`src/verilog/hdco_consts.svh`:
```
// Purpose: Constants for the host device code and option strap block
// Assumes: Codes are octal-derived six-bit values, bit 0 is the MSB of the code
// Notes: Register offsets are byte addresses on the AXI4-Lite slave
`ifndef HDCO_CONSTS_SVH
`define HDCO_CONSTS_SVH

// Device codes
`define HDCO_DEFAULT_CODE 6'h15
`define HDCO_MASTER_CODE_LO 6'h08
`define HDCO_MASTER_CODE_HI 6'h09
`define HDCO_ALT_MUX_CODE 6'h25
`define HDCO_ALT_MASTER_LO 6'h28
`define HDCO_ALT_MASTER_HI 6'h29
// Default strap word, code bits 1,3,5 (MSB-first numbering)
`define HDCO_DEFAULT_STRAPS 4'hB

// Mask bit position, MSB-first numbering
`define HDCO_DEFAULT_MASK_POS 4'h5
`define HDCO_MASK_WIDTH 16

// Control block lengths in words
`define HDCO_PCB_LEN_DEFAULT 6'h20
`define HDCO_PCB_LEN_MID 6'h10
`define HDCO_PCB_LEN_SHORT 6'h08

// Rate selections
`define HDCO_RATE_LOWEST 4'h0
`define HDCO_RATE_SUBST 4'hF

// Register byte offsets
`define HDCO_REG_CTRL 8'h00
`define HDCO_REG_CODE 8'h04
`define HDCO_REG_RATE 8'h08
`define HDCO_REG_STATUS 8'h0C
`define HDCO_REG_IOCMD 8'h10

// Field positions in CTRL
`define HDCO_CTRL_MTM_EN 0
`define HDCO_CTRL_PORT0_MTM 1
`define HDCO_CTRL_HIRATE 2
`define HDCO_CTRL_ALT 3

// AXI responses
`define HDCO_RESP_OKAY 2'h0
`define HDCO_RESP_SLVERR 2'h2

`endif

```
`src/verilog/hdco_pkg.sv`:
```
// Purpose: Types for the host device code and option strap block
// Assumes: Constants come from hdco_consts.svh
// Notes: Straps travel as one packed struct
package hdco_pkg;

  // Pcb length selection
  typedef enum logic [1:0] {
    HDCO_PCB_40 = 2'h0,
    HDCO_PCB_20 = 2'h1,
    HDCO_PCB_10 = 2'h2
  } hdco_pcb_sel_type;

  // Strap inputs as read from jumpers
  typedef struct packed {
    logic [3:0] device_code_straps;
    logic [3:0] interrupt_acknowledge_instr_code_straps;
    logic master_mode_enable;
    logic alt_code_select;
    logic high_rate_enable;
    logic [3:0] mask_position;
    hdco_pcb_sel_type pcb_length_sel;
  } hdco_straps_type;

  // Host I/O instruction decode result
  typedef struct packed {
    logic mux_hit;
    logic master_hit;
    logic interrupt_acknowledge_instr_match;
  } hdco_decode_type;

endpackage : hdco_pkg

```
`src/verilog/hdco_top.sv`:
```
// Purpose: Host device code, master terminal, mask bit, rate and block length straps
// Assumes: Straps are static after reset; AXI4-Lite slave for software view
// Notes: Code bit numbering is MSB-first, six bits wide
//
// The address map and the AXI4-Lite register port are this design's own decisions.
`timescale 1ns/1ps
`include "hdco_consts.svh"

module hdco_top #(
  parameter int MASK_WIDTH = `HDCO_MASK_WIDTH
) (
  // Clock and reset
  input wire logic aclk,
  input wire logic aresetn,
  // Strap inputs
  input hdco_pkg::hdco_straps_type straps,
  // Host I/O instruction port
  input wire logic io_strobe,
  input wire logic [5:0] io_device_field,
  input wire logic interrupt_acknowledge_instr,
  input wire logic [MASK_WIDTH-1:0] mask_word_load,
  input wire logic mask_word_strobe,
  // Host I/O results
  output logic mux_select_q,
  output logic master_select_q,
  output logic [5:0] interrupt_acknowledge_instr_code_q,
  output logic interrupt_acknowledge_instr_valid_q,
  output logic int_masked_q,
  output logic [5:0] device_code_q,
  output logic [5:0] pcb_length_q,
  output logic [3:0] port_rate_q,
  output logic port0_master_q,
  // AXI4-Lite slave
  input wire logic [7:0] s_axi_awaddr,
  input wire logic s_axi_awvalid,
  output logic s_axi_awready,
  input wire logic [31:0] s_axi_wdata,
  input wire logic [3:0] s_axi_wstrb,
  input wire logic s_axi_wvalid,
  output logic s_axi_wready,
  output logic [1:0] s_axi_bresp,
  output logic s_axi_bvalid,
  input wire logic s_axi_bready,
  input wire logic [7:0] s_axi_araddr,
  input wire logic s_axi_arvalid,
  output logic s_axi_arready,
  output logic [31:0] s_axi_rdata,
  output logic [1:0] s_axi_rresp,
  output logic s_axi_rvalid,
  input wire logic s_axi_rready
);

  // Elaboration check, mask selector serves sixteen bits only
  if (MASK_WIDTH != 16)
  begin : g_mask_width_check
    $error("hdco_top: MASK_WIDTH must be 16");
  end

  // ----------------------------------------------------------------
  // Functions
  // ----------------------------------------------------------------

  // Build six-bit code from four straps and the alt select, MSB-first bit numbering
  function automatic logic [5:0] code_of(input logic [3:0] s, input logic alt);
    logic [5:0] c;
    c = 6'h00;
    c[5] = alt;  // Code bit 0
    c[4] = s[3]; // Code bit 1
    c[3] = s[2]; // Code bit 2
    c[2] = s[1]; // Code bit 3
    c[1] = 1'b0; // Code bit 4
    c[0] = s[0]; // Code bit 5
    return c;
  endfunction : code_of

  // Select a mask word bit, position counted from the MSB
  function automatic logic mask_bit_of(input logic [15:0] w, input logic [3:0] pos);
    return w[4'hF - pos];
  endfunction : mask_bit_of

  // Word-aligned register address, byte lanes dropped
  function automatic logic [7:0] word_addr(input logic [7:0] a);
    return {a[7:2], 2'h0};
  endfunction : word_addr

  // ----------------------------------------------------------------
  // Strap capture after reset
  // ----------------------------------------------------------------

  // Strap copy and capture flag
  hdco_pkg::hdco_straps_type straps_q;
  logic captured_q;

  // Latch straps once at release, hold them static
  always_ff @(posedge aclk)
  begin
    if (!aresetn)
      captured_q <= 1'b0;
    else
      captured_q <= 1'b1;
  end

  // Straps follow the jumpers through reset, then freeze
  // Freezing keeps a late jumper change from moving the code mid-run
  always_ff @(posedge aclk)
  begin
    if (!captured_q)
      straps_q <= straps;
  end

  // ----------------------------------------------------------------
  // Software control registers
  // ----------------------------------------------------------------

  // Port 0 role, rate selection and host mask word
  logic port0_master_sel_q;
  logic [3:0] rate_sel_q;
  logic [MASK_WIDTH-1:0] mask_word_q;

  // ----------------------------------------------------------------
  // Code decode
  // ----------------------------------------------------------------

  wire logic [5:0] mux_code = code_of(straps_q.device_code_straps,
                                      straps_q.alt_code_select);
  wire logic [5:0] interrupt_acknowledge_instr_code = code_of(straps_q.interrupt_acknowledge_instr_code_straps,
                                       straps_q.alt_code_select);
  wire logic [5:0] master_lo = straps_q.alt_code_select ? `HDCO_ALT_MASTER_LO
                                                        : `HDCO_MASTER_CODE_LO;
  wire logic [5:0] master_hi = straps_q.alt_code_select ? `HDCO_ALT_MASTER_HI
                                                        : `HDCO_MASTER_CODE_HI;
  wire logic mtm_active = straps_q.master_mode_enable & port0_master_sel_q;
  wire logic master_match = (io_device_field == master_lo) | (io_device_field == master_hi);
  wire hdco_pkg::hdco_decode_type dec = '{
    mux_hit: io_strobe && (io_device_field == mux_code),
    master_hit: io_strobe && mtm_active && master_match,
    interrupt_acknowledge_instr_match: interrupt_acknowledge_instr_code == mux_code
  };
  wire logic [5:0] pcb_len =
    (straps_q.pcb_length_sel == hdco_pkg::HDCO_PCB_20) ? `HDCO_PCB_LEN_MID :
    (straps_q.pcb_length_sel == hdco_pkg::HDCO_PCB_10) ? `HDCO_PCB_LEN_SHORT :
                                                          `HDCO_PCB_LEN_DEFAULT;
  wire logic [3:0] eff_rate = (straps_q.high_rate_enable && rate_sel_q == `HDCO_RATE_LOWEST)
                              ? `HDCO_RATE_SUBST : rate_sel_q;
  wire logic mask_bit = mask_bit_of(mask_word_q, straps_q.mask_position);

  // ----------------------------------------------------------------
  // Host-side outputs
  // ----------------------------------------------------------------

  // Mask word load from host
  always_ff @(posedge aclk)
  begin
    if (!aresetn)
      mask_word_q <= '0;
    else if (mask_word_strobe)
      mask_word_q <= mask_word_load;
  end

  // Registered select and status outputs
  always_ff @(posedge aclk)
  begin
    if (!aresetn)
    begin
      mux_select_q <= 1'b0;
      master_select_q <= 1'b0;
      interrupt_acknowledge_instr_code_q <= 6'h00;
      interrupt_acknowledge_instr_valid_q <= 1'b0;
      int_masked_q <= 1'b0;
      device_code_q <= 6'h00;
      pcb_length_q <= 6'h00;
      port_rate_q <= 4'h0;
      port0_master_q <= 1'b0;
    end
    else
    begin
      mux_select_q <= dec.mux_hit;
      master_select_q <= dec.master_hit;
      interrupt_acknowledge_instr_code_q <= interrupt_acknowledge_instr_code;
      interrupt_acknowledge_instr_valid_q <= interrupt_acknowledge_instr;
      int_masked_q <= mask_bit;
      device_code_q <= mux_code;
      pcb_length_q <= pcb_len;
      port_rate_q <= eff_rate;
      port0_master_q <= mtm_active;
    end
  end

  // ----------------------------------------------------------------
  // AXI4-Lite slave
  // ----------------------------------------------------------------

  // Captured write halves
  logic aw_got_q;
  logic w_got_q;
  logic [7:0] awaddr_q;
  logic [31:0] wdata_q;
  logic [3:0] wstrb_q;

  // Write handshake decode
  wire logic aw_fire = s_axi_awvalid & s_axi_awready;
  wire logic w_fire = s_axi_wvalid & s_axi_wready;
  wire logic wr_do = aw_got_q & w_got_q & ~s_axi_bvalid;
  wire logic wr_ctrl = wr_do & (awaddr_q == `HDCO_REG_CTRL) & wstrb_q[0];
  wire logic wr_rate = wr_do & (awaddr_q == `HDCO_REG_RATE) & wstrb_q[0];
  wire logic wr_ok = (awaddr_q == `HDCO_REG_CTRL) | (awaddr_q == `HDCO_REG_RATE);

  // Write address and data capture in either order
  always_ff @(posedge aclk)
  begin
    if (!aresetn)
    begin
      aw_got_q <= 1'b0;
      w_got_q <= 1'b0;
      awaddr_q <= 8'h00;
      wdata_q <= 32'h0000_0000;
      wstrb_q <= 4'h0;
      s_axi_awready <= 1'b0;
      s_axi_wready <= 1'b0;
      s_axi_bvalid <= 1'b0;
      s_axi_bresp <= `HDCO_RESP_OKAY;
    end
    else
    begin
      s_axi_awready <= ~aw_got_q & ~aw_fire;
      s_axi_wready <= ~w_got_q & ~w_fire;
      if (aw_fire)
      begin
        aw_got_q <= 1'b1;
        awaddr_q <= word_addr(s_axi_awaddr);
      end
      if (w_fire)
      begin
        w_got_q <= 1'b1;
        wdata_q <= s_axi_wdata;
        wstrb_q <= s_axi_wstrb;
      end
      if (wr_do)
      begin
        s_axi_bvalid <= 1'b1;
        s_axi_bresp <= wr_ok ? `HDCO_RESP_OKAY : `HDCO_RESP_SLVERR;
      end
      if (s_axi_bvalid && s_axi_bready)
      begin
        s_axi_bvalid <= 1'b0;
        aw_got_q <= 1'b0;
        w_got_q <= 1'b0;
      end
    end
  end

  // Writable control fields
  always_ff @(posedge aclk)
  begin
    if (!aresetn)
    begin
      port0_master_sel_q <= 1'b1;
      rate_sel_q <= 4'h0;
    end
    else
    begin
      if (wr_ctrl)
        port0_master_sel_q <= wdata_q[`HDCO_CTRL_PORT0_MTM];
      if (wr_rate)
        rate_sel_q <= wdata_q[3:0];
    end
  end

  // Read data mux
  wire logic [7:0] ar_addr = word_addr(s_axi_araddr);
  // Control view, read-only straps around the one writable bit
  wire logic [31:0] ctrl_view = {
    28'h0,
    straps_q.alt_code_select, // Bit 3
    straps_q.high_rate_enable, // Bit 2
    port0_master_sel_q, // Bit 1
    straps_q.master_mode_enable // Bit 0
  };
  // Code view, both codes side by side so software sees they agree
  wire logic [31:0] code_view = {
    6'h00,
    pcb_len, // Bits 25:20
    straps_q.mask_position, // Bits 19:16
    dec.interrupt_acknowledge_instr_match, // Bit 15
    1'b0,
    interrupt_acknowledge_instr_code, // Bits 13:8
    2'h0,
    mux_code // Bits 5:0
  };
  wire logic [31:0] rate_view = {24'h0, eff_rate, rate_sel_q};
  // Status view
  wire logic [31:0] stat_view = {
    29'h0,
    mtm_active, // Bit 2
    int_masked_q, // Bit 1
    captured_q // Bit 0
  };
  wire logic rd_hit = (ar_addr == `HDCO_REG_CTRL) | (ar_addr == `HDCO_REG_CODE) |
                      (ar_addr == `HDCO_REG_RATE) | (ar_addr == `HDCO_REG_STATUS);
  wire logic [31:0] rd_data = (ar_addr == `HDCO_REG_CTRL) ? ctrl_view :
                              (ar_addr == `HDCO_REG_CODE) ? code_view :
                              (ar_addr == `HDCO_REG_RATE) ? rate_view :
                              (ar_addr == `HDCO_REG_STATUS) ? stat_view : 32'h0000_0000;

  // Read channel, one read in flight
  // Ready stays low while the answer stands
  always_ff @(posedge aclk)
  begin
    if (!aresetn)
    begin
      s_axi_arready <= 1'b0;
      s_axi_rvalid <= 1'b0;
      s_axi_rdata <= 32'h0000_0000;
      s_axi_rresp <= `HDCO_RESP_OKAY;
    end
    else
    begin
      s_axi_arready <= ~s_axi_rvalid & ~(s_axi_arvalid & s_axi_arready);
      if (s_axi_arvalid && s_axi_arready)
      begin
        s_axi_rvalid <= 1'b1;
        s_axi_rdata <= rd_data;
        s_axi_rresp <= rd_hit ? `HDCO_RESP_OKAY : `HDCO_RESP_SLVERR;
      end
      else if (s_axi_rvalid && s_axi_rready)
        s_axi_rvalid <= 1'b0;
    end
  end

endmodule : hdco_top

```
`config.mk`:
```
export PLATFORM = sky130hd
export DESIGN_NAME = hdco_top
export DESIGN_NICKNAME = d
export VERILOG_FILES = /design/src/verilog/hdco_pkg.sv /design/src/verilog/hdco_top.sv
export VERILOG_INCLUDE_DIRS = /design/src /design/src/verilog
export SDC_FILE = /design/constraint.sdc
export NUM_CORES = 1
export LEC_CHECK = 0
export BUFFER_PORTS_ARGS = -buffer_cell sky130_fd_sc_hd__buf_2
export CAP_MARGIN = 0
export CELL_PAD_IN_SITES_DETAIL_PLACEMENT = 1
export CELL_PAD_IN_SITES_GLOBAL_PLACEMENT = 1
export CORE_MARGIN = 8
export CORE_UTILIZATION = 35
export DETAILED_ROUTE_END_ITERATION = 8
export PLACE_DENSITY = 0.82
export RECOVER_POWER = 100
export SLEW_MARGIN = 25
export SYNTH_ARGS = -nofsm -noshare
export SYNTH_HDL_FRONTEND = slang
export SYNTH_SLANG_ARGS = --single-unit
export TNS_END_PERCENT = 100
```
`constraint.sdc`:
```
create_clock -name aclk -period 1.73 [get_ports aclk]
set_input_delay 0 -clock aclk [delete_from_list [all_inputs] [get_ports aclk]]
set_output_delay 0 -clock aclk [all_outputs]
set_load 0.01 [all_outputs]
```
==> impl_metrics.tcl <==
set metrics [dict create \
    outcome "completed" \
    avgSynthCellArea_um2 11.1 \
    die_h_um 122 \
    io_buffer_count 115 \
    finalInstanceArea_mm2 0.00542 \
    min-delay-path-class "in -> reg" \
    timing_worst_slew_pin_value_ns 0.649 \
    synth_top_family_by_area "simple AND/OR/NAND/NOR gates" \
    vdd_drop_max_mv 0.580 \
    timing.setup.tns_ns 0 \
    pin_count_of_the_biggest_net_entering_global_routing 36 \
    coreArea_mm2 0.0109 \
    timing.slew.headroom_pct 56.8 \
    dp_hpwl_mm 8.36 \
    syn-cell-area_mm2 0.00394 \
    viasPerCell 4.79 \
    globalRouteTotalUtil_pct 16.2 \
    final_hold_viol_count 0 \
    yosysSeqAreaShare_pct 55.7 \
    post_synth_num_cell_types 45 \
    synthesis.instances 355 \
    setup_violations 0 \
    worst_clock_skew_ns 0.00799 \
    global_route.overflow_total 0 \
    placedInstanceArea_mm2 0.00459 \
    timing.max_cap.violations 0 \
    cp_data_arrival_time_ns 1.86 \
    met1Wirelength_mm 4.93 \
    synth-compound-area-share_pct 9.94 \
    die_w_um 122 \
    wire_per_inst_um 18.3 \
    synth_enable_flop_cells 17 \
    crit_type "reg -> reg" \
    route.met2.wl_mm 6.44 \
    crit_path_cell_trace "or4_4 > nor4_2 > mux2i_1 > nand2_1" \
    detailedRoute.firstIterationViolations 199 \
    maxSlewViolCount 0 \
    floorplan.io_pins 169 \
    cp_max_fo 3 \
    worst_setup_hold_path_clk_slew_ns 0.07 \
    placement_rows 38 \
    n_fill_cell 1244 \
    fmaxAchievable_mhz 609 \
    worst_setup_path_start_kind "register" \
    slowest_delay_ns 0.58 \
    grt_pass1_wl_mm 18.9 \
    routed-via-count 3204 \
    initial_core_util_pct 36.0 \
    fin_cells 669 \
    critical-path-slowest-cell "sky130_fd_sc_hd__or4_4" \
    synth_xor_xnor_area_share_pct 2.00 \
    nets 626 \
    share_of_final_layout_standard_cells_stronger_than_drive_strength_1_pct 17.4 \
    setup_crit_end_kind "register" \
    postSynth.asyncResetShare_pct 0 \
    grt_setup_unrepaired "false" \
    maxUsedRoutingLayer "met4" \
    finalCriticalPeriod_ns 1.64 \
    place.detailed.instances 597 \
    worstPathRequired_ns 1.94 \
    cts.htree.levels 3 \
    synth_simple_gate_area_share_pct 17.4 \
    holdWs_ns 0.0108 \
    antenna_found_initial 1 \
    totalPowerFinal_mw 5.45 \
    post-route-period-util_pct 95.0 \
    areaGrowthSynthToFinish_pct 37.6 \
    cts_tree "built" \
    clock-root-buffer "sky130_fd_sc_hd__clkbuf_16" \
    drcViolationCount 0 \
    cellPowerDensity_mw_per_mm2 1010 \
    ys_ff_latch 101 \
    grt_pass1_vias 3557 \
    drt_pre_antenna_iters 4 \
    adder_cell_fraction_of_synth_area_pct 0.635 \
    cts_sinks 101 \
    muxShareOfSynthArea_pct 8.16 \
    wl_met3_um 624 \
    clk_path_buf_depth 2 \
    worstSkewPairLatency_ns 0.34 \
    detail_route.wirelength_mm 12.2 \
    synth_ff_type "sky130_fd_sc_hd__dfxtp_1" \
    cts-buffers-inserted 9 \
    routabilityCongestion 0.747 \
    synthesis.yosys.warnings 0 \
    die_area_mm2 0.0149 \
    ant_nets 0 \
    power.static_leakage_nw 2.17 \
]
[flip-flops by register name, summed over array words and instances, names as in the netlist, 2 cells and up]
register and cells:
ctrl_view 2, straps_q 2, rate_sel_q 4, device_code_q 4, awaddr_q 6, s_axi_rdata 21, pcb_length_q 3, interrupt_acknowledge_instr_code_q 5
mask_word_q 16, code_view 13, wdata_q 4, port_rate_q 4
[cells in the final DEF (no fill, tap or decap), types with 5 or more instances in the layout]
cell type,synthesis,layout
sky130_fd_sc_hd__and2_0,0,10
sky130_fd_sc_hd__buf_4,19,5
sky130_fd_sc_hd__edfxtp_1,17,17
sky130_fd_sc_hd__dlygate4sd3_1,0,54
sky130_fd_sc_hd__a21boi_0,13,13
sky130_fd_sc_hd__mux2i_1,22,22
sky130_fd_sc_hd__conb_1,1,18
sky130_fd_sc_hd__and2_1,17,7
sky130_fd_sc_hd__o21a_1,5,5
sky130_fd_sc_hd__dfxtp_1,84,84
sky130_fd_sc_hd__clkbuf_1,11,58
sky130_fd_sc_hd__a22o_1,9,9
sky130_fd_sc_hd__buf_2,6,60
sky130_fd_sc_hd__nand2_1,28,28
sky130_fd_sc_hd__a22oi_1,7,7
sky130_fd_sc_hd__nand3_1,19,19
sky130_fd_sc_hd__nor2b_1,28,28
sky130_fd_sc_hd__nor2_1,6,6
sky130_fd_sc_hd__o21ai_0,8,8
sky130_fd_sc_hd__clkbuf_16,0,9
[layout make-up]
class / instances / area (µm²) / area share [%]
sequential: 101 / 2190 / 40.5
antenna: 1 / 2.50 / 0.0462
tap: 140 / 175 / 3.23
multi-input combinational: 229 / 1580 / 29.1
clock inverter: 6 / 115 / 2.12
timing repair buffer: 178 / 1100 / 20.3
clock buffer: 10 / 239 / 4.41
inverter: 4 / 15.0 / 0.277
[metrics by stage]
stage	setup WS, ns	utilization (%)
floorplan	0.269	-
global placement	0.208	42.0
detailed placement	0.145	42.0
CTS	0.101	50.1
global route	0.00171	49.6
finish	0.0870	49.6
[power breakdown]
group	switching, mW	leakage, nW	total (mW)	internal (mW)
Sequential	0.0779	0.854	2.57	2.49
Combinational	0.256	1.14	0.524	0.268
Clock	0.895	0.170	2.36	1.46
[Yosys cell counts (all sizes together), types with 2 or more instances]
| master | instances | share of area [%] |
|---|---|---|
| nand2 | 28 | 2.7 |
| nor2b | 28 | 4.4 |
| nor2 | 6 | 0.57 |
| nand3b | 3 | 0.57 |
| a21boi | 13 | 2.5 |
| xnor2 | 5 | 1.1 |
| and2 | 17 | 2.7 |
| xor2 | 4 | 0.89 |
| o21a | 5 | 0.95 |
| a22o | 9 | 2.0 |
| a21oi | 3 | 0.38 |
| dfxtp | 84 | 43 |
| edfxtp | 17 | 13 |
| nor4b | 2 | 0.44 |
| a22oi | 7 | 1.3 |
| nand2b | 3 | 0.48 |
| o21ai | 8 | 1.0 |
| nor4 | 4 | 1.2 |
| and3 | 2 | 0.32 |
| mux2i | 22 | 5.6 |
| buf | 25 | 4.4 |
| a32o | 3 | 0.76 |
| nand4b | 2 | 0.44 |
| clkbuf | 13 | 1.3 |
| nand3 | 19 | 2.4 |
| ha | 2 | 0.64 |
| inv | 4 | 0.38 |
| mux4 | 4 | 2.3 |
[cell families (layout without fill, tap and decap cells)]
logic type	after synthesis	after routing
other cells	1	19
flops	101	101
xor+xnor	9	9
compound gates	53	53
buf+inv	42	198
mux	27	27
fa+ha+maj	2	2
simple gates	120	120
[per-layer routing]
metal | up-vias | GRT usage, %
li1 | 1538 | -
met1 | 1566 | 17.9
met2 | 86 | 30.0
met3 | 14 | 3.33
met4 | 0 | 6.02
met5 | - | 0
[final timing paths]
path | start | end | slack (ns) | cells past startpoint
max | awaddr_q[4] | port0_master_sel_q | 0.09 | 4
min | s_axi_wvalid | wstrb_q[0] | 0.01 | 3
max reg2reg | awaddr_q[4] | port0_master_sel_q | 0.09 | 4
min reg2reg | s_axi_rdata[5] | s_axi_rdata[5] | 0.45 | 2
[critical path, delay by kind of cell (launching register included)]
| family | cells | cell delay (ns) |
|---|---|---|
| DFF | 1 | 0.32 |
| muxes | 1 | 0.24 |
| and+or+nand+nor | 3 | 0.96 |
[what timing repair did]
item | in CTS | in global routing
resized for setup | 0 | 1
endpoints found under the hold margin | 51 | 0
endpoints found under the setup margin | 0 | 1
hold buffers | 54 | 0
buffers inserted | 0 | 1
No activity file was read; power rests on OpenSTA's default activity.
